==> src/rtl/ccg_consts.svh <==
// Register offsets, field positions, reset values and counts of the clock generation block.
`ifndef CCG_CONSTS_SVH
`define CCG_CONSTS_SVH

`define CCG_OFF_PLL_CTRL     8'h00
`define CCG_OFF_CLK_DIV      8'h04
`define CCG_OFF_REG_CTRL     8'h08
`define CCG_OFF_SDRAM_GCTL   8'h0C
`define CCG_OFF_ASYNC_GCTL   8'h10
`define CCG_OFF_STATUS       8'h14

`define CCG_PLL_MSEL_LSB     0
`define CCG_PLL_DF_BIT       6
`define CCG_PLL_BYPASS_BIT   7
`define CCG_PLL_OFF_BIT      8
`define CCG_PLL_SLEEP_BIT    9
`define CCG_PLL_APPLY_BIT    10
`define CCG_DIV_SSEL_LSB     0
`define CCG_DIV_CSEL_LSB     4
`define CCG_ENABLE_BIT       0

`define CCG_MSEL_RESET       6'hA
`define CCG_SSEL_RESET       4'h5
`define CCG_CSEL_RESET       2'h0
`define CCG_LOCK_CYCLES      16'h0200
`define CCG_SYS_RATIO_MIN    4'h1
`define CCG_VCO_FULL         8'h80

`endif

==> src/rtl/ccg_pkg.sv <==
// Types shared by the clock generation block and its divider.
package ccg_pkg;

    typedef enum logic [1:0] {
        CCG_FULL_ON = 2'b00,
        CCG_ACTIVE  = 2'b01,
        CCG_SLEEP   = 2'b10,
        CCG_PLL_OFF = 2'b11
    } ccg_mode_e;

    typedef struct packed {
        logic [3:0] cnt;
        logic [3:0] ratio;
        logic       clk_out;
        logic       pulse;
    } ccg_div_s;

    typedef struct packed {
        logic        ref_s1, ref_s2, ref_s3;
        logic        wake_s1, wake_s2, wake_s3;
        logic        pready, pslverr;
        logic [31:0] prdata;
        logic [5:0]  pend_msel;
        logic        pend_df;
        logic [5:0]  act_msel;
        logic        act_df;
        logic        bypass, pll_off, sleep, relock_req, locked;
        logic [15:0] lock_cnt;
        logic [6:0]  vco_acc;
        logic [3:0]  ssel;
        logic [1:0]  csel;
        logic        buf_en, sd_en, am_en;
        logic        buf_out, sys_pin, core_out, sys_out;
        ccg_mode_e   mode;
    } ccg_state_s;

endpackage
==> src/rtl/ccg_clock_gen.sv <==
// Clock generation and distribution top with APB registers.
// Function
// Buffered clock pin copies input reference clock.
// Buffered clock on at reset, software may stop.
// Core and system clocks derived from reference; code does so only in bypass, else from the pclk-stepped VCO accumulator.
// PLL multiplies by 0.5x to 64x.
// Multiplier resets 10x, changes only via sequence.
// Divide register write changes clocks without relock.
// Divide settings keep derived clocks within limits.
// System pin follows system clock, two disables.
// Four-bit select field sets system divide ratio.
// Bypass runs clocks at input; multiplier deferred.
// Sleep stops core clock; wake follows bypass.
// Zero system select keeps previous ratio.
// Divider changes glitch-free at clock boundary.
`timescale 1ns/1ps
`include "ccg_consts.svh"
module ccg_clock_gen #(
    parameter logic [15:0] LOCK_CYCLES   = `CCG_LOCK_CYCLES,
    parameter logic [3:0]  SYS_RATIO_MIN = `CCG_SYS_RATIO_MIN
) (
    input  wire logic            pclk,                  // 20 MHz block clock.
    input  wire logic            presetn,               // Asynchronous reset, active low.
    input  wire logic            psel,                  // APB select.
    input  wire logic            penable,               // APB enable.
    input  wire logic            pwrite,                // APB write.
    input  wire logic [7:0]      paddr,                 // APB byte address.
    input  wire logic [31:0]     pwdata,                // APB write data.
    output logic [31:0]          prdata,                // APB read data.
    output logic                 pready,                // APB ready.
    output logic                 pslverr,               // APB error for unmapped address.
    input  wire logic            input_reference_clock, // Reference clock pin.
    input  wire logic            wake_pin,              // Wake-up event from sleep.
    output logic                 buffered_clock_out,    // Buffered reference for the PHY.
    output logic                 system_clock_out_pin,  // System clock to the pin.
    output logic                 core_clock,            // Derived core clock.
    output logic                 system_clock,          // Derived system clock.
    output logic                 pll_locked,            // PLL settled on its multiplier.
    output ccg_pkg::ccg_mode_e   op_mode                // Current operating mode.
);
    import ccg_pkg::*;

    ccg_state_s s, n;
    logic       vco_tick, ref_rise, core_div_clk, sys_div_clk;
    logic [3:0] core_ratio, sys_ratio;
    logic [7:0] vco_sum;
    logic [7:0] half_mult;

    ////////////////////////////////////////////////////////////////////////////////
    // Register decode.

    function automatic logic addr_hit(input logic [7:0] a);
        addr_hit = (a == `CCG_OFF_PLL_CTRL) || (a == `CCG_OFF_CLK_DIV) || (a == `CCG_OFF_REG_CTRL) ||
                   (a == `CCG_OFF_SDRAM_GCTL) || (a == `CCG_OFF_ASYNC_GCTL) || (a == `CCG_OFF_STATUS);
    endfunction

    function automatic logic [31:0] rd_word(input logic [7:0] a, input ccg_state_s st);
        rd_word = 32'h0000_0000;
        unique case (a)
            `CCG_OFF_PLL_CTRL:   rd_word = {21'h0, st.relock_req, st.sleep, st.pll_off, st.bypass,
                                             st.pend_df, st.pend_msel};
            `CCG_OFF_CLK_DIV:    rd_word = {26'h0, st.csel, st.ssel};
            `CCG_OFF_REG_CTRL:   rd_word = {31'h0, st.buf_en};
            `CCG_OFF_SDRAM_GCTL: rd_word = {31'h0, st.sd_en};
            `CCG_OFF_ASYNC_GCTL: rd_word = {31'h0, st.am_en};
            `CCG_OFF_STATUS:     rd_word = {22'h0, st.mode, st.locked, st.act_df, st.act_msel};
            default:             rd_word = 32'h0000_0000;
        endcase
    endfunction

    ////////////////////////////////////////////////////////////////////////////////
    // VCO model: a phase accumulator advances by the multiplier in half steps.

    always_comb begin
        if (s.act_msel == 6'h0) begin
            half_mult = `CCG_VCO_FULL;
        end else if (s.act_df) begin
            half_mult = {2'b00, s.act_msel};
        end else begin
            half_mult = {1'b0, s.act_msel, 1'b0};
        end
        vco_sum  = {1'b0, s.vco_acc} + half_mult;
        ref_rise = s.ref_s2 && !s.ref_s3;
        // Bypass feeds the dividers straight from the reference clock.
        vco_tick = s.bypass ? ref_rise : (!s.pll_off && s.locked && vco_sum[7]);
        core_ratio = s.bypass ? 4'h1 : (4'h1 << s.csel);
        sys_ratio  = s.bypass ? 4'h1 : s.ssel;
    end

    ccg_divider u_core_div (
        .pclk    (pclk),
        .presetn (presetn),
        .tick    (vco_tick),
        .run     (!s.sleep),
        .ratio   (core_ratio),
        .clk_out (core_div_clk),
        .pulse   ()
    );

    ccg_divider u_sys_div (
        .pclk    (pclk),
        .presetn (presetn),
        .tick    (vco_tick),
        .run     (1'b1),
        .ratio   (sys_ratio),
        .clk_out (sys_div_clk),
        .pulse   ()
    );

    ////////////////////////////////////////////////////////////////////////////////
    // Next state.

    always_comb begin
        logic       wr;
        logic [3:0] new_ssel;
        wr       = psel && penable && pwrite && s.pready;
        new_ssel = pwdata[`CCG_DIV_SSEL_LSB +: 4];
        n = s;
        n.ref_s1  = input_reference_clock;
        n.ref_s2  = s.ref_s1;
        n.ref_s3  = s.ref_s2;
        n.wake_s1 = wake_pin;
        n.wake_s2 = s.wake_s1;
        n.wake_s3 = s.wake_s2;
        n.pready  = 1'b1;
        if (psel && !penable) begin
            n.pslverr = !addr_hit(paddr);
            n.prdata  = rd_word(paddr, s);
        end
        if (!s.bypass) begin
            n.vco_acc = vco_sum[6:0];
        end
        // Relock: the pending multiplier reaches the VCO only outside bypass.
        if (s.lock_cnt != 16'h0) begin
            n.lock_cnt = s.lock_cnt - 16'h1;
            n.locked   = (s.lock_cnt == 16'h1);
        end else if (s.relock_req && !s.bypass && !s.pll_off) begin
            n.act_msel   = s.pend_msel;
            n.act_df     = s.pend_df;
            n.relock_req = 1'b0;
            n.locked     = 1'b0;
            n.lock_cnt   = LOCK_CYCLES;
        end
        if (s.wake_s2 && !s.wake_s3) begin
            n.sleep = 1'b0;
        end
        if (wr) begin
            unique case (paddr)
                `CCG_OFF_PLL_CTRL: begin
                    n.pend_msel = pwdata[`CCG_PLL_MSEL_LSB +: 6];
                    n.pend_df   = pwdata[`CCG_PLL_DF_BIT];
                    n.bypass    = pwdata[`CCG_PLL_BYPASS_BIT];
                    n.pll_off   = pwdata[`CCG_PLL_OFF_BIT];
                    n.sleep     = pwdata[`CCG_PLL_SLEEP_BIT];
                    if (pwdata[`CCG_PLL_APPLY_BIT]) begin
                        n.relock_req = 1'b1;
                    end
                end
                `CCG_OFF_CLK_DIV: begin
                    n.csel = pwdata[`CCG_DIV_CSEL_LSB +: 2];
                    if (new_ssel == 4'h0) begin
                        n.ssel = s.ssel;
                    end else if (new_ssel < SYS_RATIO_MIN) begin
                        n.ssel = SYS_RATIO_MIN;
                    end else begin
                        n.ssel = new_ssel;
                    end
                end
                `CCG_OFF_REG_CTRL:   n.buf_en = pwdata[`CCG_ENABLE_BIT];
                `CCG_OFF_SDRAM_GCTL: n.sd_en  = pwdata[`CCG_ENABLE_BIT];
                `CCG_OFF_ASYNC_GCTL: n.am_en  = pwdata[`CCG_ENABLE_BIT];
                default: ;
            endcase
        end
        if (s.pll_off && !s.bypass) begin
            n.mode = CCG_PLL_OFF;
        end else if (s.sleep) begin
            n.mode = CCG_SLEEP;
        end else if (s.bypass) begin
            n.mode = CCG_ACTIVE;
        end else begin
            n.mode = CCG_FULL_ON;
        end
        n.buf_out  = s.ref_s2 && s.buf_en;
        n.core_out = core_div_clk;
        n.sys_out  = sys_div_clk;
        n.sys_pin  = sys_div_clk && s.sd_en && s.am_en;
    end

    always_ff @(posedge pclk or negedge presetn) begin
        if (!presetn) begin
            s <= '0;
            s.pend_msel <= `CCG_MSEL_RESET;
            s.act_msel  <= `CCG_MSEL_RESET;
            s.ssel      <= `CCG_SSEL_RESET;
            s.csel      <= `CCG_CSEL_RESET;
            s.locked    <= 1'b1;
            s.buf_en    <= 1'b1;
            s.sd_en     <= 1'b1;
            s.am_en     <= 1'b1;
            s.mode      <= CCG_FULL_ON;
        end else begin
            s <= n;
        end
    end

    assign prdata               = s.prdata;
    assign pready               = s.pready;
    assign pslverr              = s.pslverr;
    assign buffered_clock_out   = s.buf_out;
    assign system_clock_out_pin = s.sys_pin;
    assign core_clock           = s.core_out;
    assign system_clock         = s.sys_out;
    assign pll_locked           = s.locked;
    assign op_mode              = s.mode;
endmodule // ccg_clock_gen

==> src/rtl/ccg_divider.sv <==
// Glitch-free clock divider: toggles its output every ratio ticks, new ratio taken at a toggle.
`timescale 1ns/1ps
`include "ccg_consts.svh"
module ccg_divider (
    input  wire logic       pclk,      // Block clock.
    input  wire logic       presetn,   // Asynchronous reset, active low.
    input  wire logic       tick,      // Source clock enable pulse.
    input  wire logic       run,       // Low freezes the output.
    input  wire logic [3:0] ratio,     // Ticks per half period, never zero.
    output logic            clk_out,   // Divided clock level.
    output logic            pulse      // One cycle at each output toggle.
);
    import ccg_pkg::*;

    ccg_div_s s, n;

    always_comb begin
        n = s;
        n.pulse = 1'b0;
        if (tick && run) begin
            if (s.cnt >= s.ratio - 4'h1) begin
                // The ratio is only swapped here, so no half period is ever cut short.
                n.cnt = 4'h0;
                n.ratio = ratio;
                n.clk_out = ~s.clk_out;
                n.pulse = 1'b1;
            end else begin
                n.cnt = s.cnt + 4'h1;
            end
        end
    end

    always_ff @(posedge pclk or negedge presetn) begin
        if (!presetn) begin
            s <= '{cnt: 4'h0, ratio: 4'h1, clk_out: 1'b0, pulse: 1'b0};
        end else begin
            s <= n;
        end
    end

    assign clk_out = s.clk_out;
    assign pulse   = s.pulse;
endmodule // ccg_divider

==> config.mk <==
export PLATFORM = sky130hd
export DESIGN_NAME = ccg_clock_gen
export DESIGN_NICKNAME = d
export VERILOG_FILES = /design/src/rtl/ccg_pkg.sv /design/src/rtl/ccg_clock_gen.sv /design/src/rtl/ccg_divider.sv
export VERILOG_INCLUDE_DIRS = /design/src /design/src/rtl
export SDC_FILE = /design/constraint.sdc
export NUM_CORES = 1
export LEC_CHECK = 0
export BUFFER_PORTS_ARGS = -buffer_cell sky130_fd_sc_hd__buf_2
export CAP_MARGIN = 30
export CORE_ASPECT_RATIO = 1.75
export CORE_MARGIN = 1
export CORE_UTILIZATION = 35
export DETAILED_ROUTE_END_ITERATION = 8
export GPL_ROUTABILITY_DRIVEN = 1
export PLACE_DENSITY = 0.64
export SLEW_MARGIN = 20
export SYNTH_ARGS = -nofsm -noshare
export SYNTH_HDL_FRONTEND = slang
export SYNTH_SLANG_ARGS = --single-unit
==> constraint.sdc <==
create_clock -name pclk -period 3.4 [get_ports pclk]
set_clock_uncertainty 0.2 [all_clocks]
set_input_delay 0.34 -clock pclk [delete_from_list [all_inputs] [get_ports pclk]]
set_output_delay 0.34 -clock pclk [all_outputs]
set_load 0.02 [all_outputs]
==> results.ini <==
[detailed_routing]
vias=3526
wl_microns=10630
drcViolationCount=0
vias_per_cell=5.103
final_antenna_net_count=0
wl_per_cell_microns=15.39
drt_pass1_iterations=4
drt_iter0_markers=110

[critical_path]
critPathSlowestCell=dfrtp_1
timing.rr.start=s[43]
crit_path_start_kind=flip-flop
path_cells=mux2_2 -> ha_1 -> nand2_2 -> o21ai_1 -> nor4b_2 -> o31ai_4 -> mux2_4
critPathMaxStageDelay_ns=0.51
end_kind=flip-flop
path_class=flip-flop to flip-flop
critical_path_arrival_ns=3.13
worstPathRequired_ns=3.42
worstReg2RegEnd=u_core_div.s[4]
r2r_slack_ns=0.29
worstPathMaxFanout=9
critPathBufInv=0
reg2reg_depth=7
cpLargestDelayFamily=compound AO/OA/AOI/OAI gates

[yosys]
ys_ff_latch=94
synthFlopType=dfrtp_1
synth_cell_type_count=75
synth_edf_count=0
yosys-top-cells-area=dfrtp_1 39%, dfstp_2 6.1%, buf_4 5.2%
synth_area_leader_cell=dfrtp_1
ys_seq_area_share_pct=45.46
ys_warn_count=0
syn-cell-area_sq_um=5207
synthArstFlopShare_pct=100.0
synth_top_area_share_pct=39.40
syn-instance-count=472
syn_avg_cell_area_sq_um=11.03

[floorplanning]
start_util_pct=36.06
coreArea_sq_um=14440
placementRows=58
die_area_sq_um=15390
ios=88
chipWidth_microns=94.21
die_h_microns=163.4

[place]
placed_cells=672
portBuffers=45
dpl.hpwl_microns=8347
post-place-ws_ns=0.3054
place_congestion=0.7947

[timing]
fin_hold_ws_ns=0.01473
fmax_ghz=0.3217
rsz0062_at_grt=no
hold_viol=0
final_min_period_over_clock_period_pct=91.42
worst_slew_pin_slew_ns=0.6974
worst_slack_ns=0.2917
maxSlewHeadroom_pct=53.51
setup_tns_ns=0
period_minus_slack_ns=3.108
setup_viol=0
drv_slew=0

[hold_path]
min_to=s[42]
hold_path.class=input pin to flip-flop
hold_path_depth=3
min_from=pwdata[7]

[finish]
final_nets=575
layout_common_cells=82 x dfrtp_1, 44 x buf_2, 31 x nand2_1
layout_commonest_cell=dfrtp_1
post-route-util_pct=39.85
fin_cells=691
drive_above_1_share_pct=25.44
n_antenna_cell=0
fill_cells=1418
area_delta_synth_final_pct=10.52

[clock_tree]
post_cts_buffers=0
cts_resized=0
clk_latency_ns=0.34
cts_sinks=94
tritoncts=built
cts_max_path_buffers=2
clkTransAtPathRegs_ns=0.07
cts_buffers=9
postCtsHoldBufs=3
htree_num_levels=3
cts_root_buf=clkbuf_16

[global_routing]
grt-ovfl-total=0
grt_pass1_wl_microns=17710
first_global_vias=3687
grt_usage_pct=14.98
grt_max_degree=56
antenna_found_initial=0

[pwr]
peakVddDrop_uv=299.0
p_leak_nw=2.660
p_per_area_nw_per_um2=594.4

[job]
cap_violations=0

[outcome]
status=completed

-- layer usage --
metal | share of wire (%) | routed length (microns) | up-vias | track usage, %
li1 | - | - | 1704 | -
met1 | 37 | 3882 | 1738 | 15.36
met2 | 56 | 5969 | 61 | 27.64
met3 | 3.2 | 336 | 23 | 2.980
met4 | 4.2 | 446 | 0 | 8.252
met5 | 0 | 0 | - | 0
-- tightest hold or removal path: stages --
cell	delay, ns
buf_2	0.08
nand2_1	0.03
o21ai_0	0.06
-- state kept, by name, summed over array words and instances, names as in the netlist --
name,cells
s,52
prdata,11
u_core_div.s,8
u_sys_div.s,8
n,4
op_mode,2
buffered_clock_out,1
core_clock,1
pll_locked,1
pready,1
pslverr,1
system_clock,1
system_clock_out_pin,1
u_core_div.clk_out,1
u_sys_div.clk_out,1
-- power breakdown --
| part | internal [mW] | switching (mW) |
|---|---|---|
| sequential | 1.31 | 0.178 |
| combinational | 0.407 | 0.515 |
| clock | 0.576 | 0.438 |
-- per-stage QoR --
step	power [mW]	instance area [sq um]
finish	3.421	5756
global route	3.654	5756
CTS	3.467	5756
detailed placement	2.436	5428
global placement	2.372	5428
floorplan	2.183	5283
-- worst max-delay path by stage --
stage,from,end,cells past startpoint
final,s[43],u_core_div.s[4],7
after global routing,s[43],u_core_div.s[5],8
after CTS,s[43],u_core_div.s[4],7
after detailed placement,s[43],u_core_div.s[4],8
after global placement,s[43],u_core_div.s[5],8
after floorplan,s[43],u_core_div.s[4],9
-- cell families (layout without fill, tap and decap cells) --
kind of cell | after synthesis | in the layout | share of synthesized area, %
AND/OR/NAND/NOR | 132 | 132 | 16.05
multiplexers | 37 | 37 | 8.770
other | 2 | 22 | 0.1442
XOR/XNOR | 19 | 19 | 3.196
flip-flops | 94 | 94 | 45.46
AO/OA/AOI/OAI | 97 | 97 | 13.02
buffers and inverters | 69 | 88 | 7.929
adder cells (fa/ha/maj) | 22 | 22 | 5.430
-- area by class of cell --
class	instances	area, sq um	area share (%)
repair buffers	52	287.8	5.000
inverters	20	75.07	1.304
multi-input cells	329	2502	43.48
flip-flops and latches	94	2367	41.13
well taps	180	225.2	3.913
clock buffers	10	229.0	3.978
clock inverters	6	68.82	1.196
-- cell usage after synthesis (all sizes together) (2+ instances only) --
cell and instances:
nand2 33, xor2 7, clkbuf 11, mux2 29
or3b 2, and3 5, or2 3, o211ai 2
nor2b 3, o32ai 2, dfrtp 82, nor2 25
nor3b 2, inv 20, nand4 4, ha 21
conb 2, mux2i 7, and4bb 2, nor4b 3
buf 38, and2 7, xnor2 12, or3 4
a22o 5, a32o 3, a22oi 9, o21ai 25
dfstp 12, o21a 2, or4 4, nor3 12
nor4 5, o31ai 13, nand3 6, a21o 3
nand3b 3, nand2b 6, nand4b 2, a21oi 20
Power figures use the tool's default switching activity.
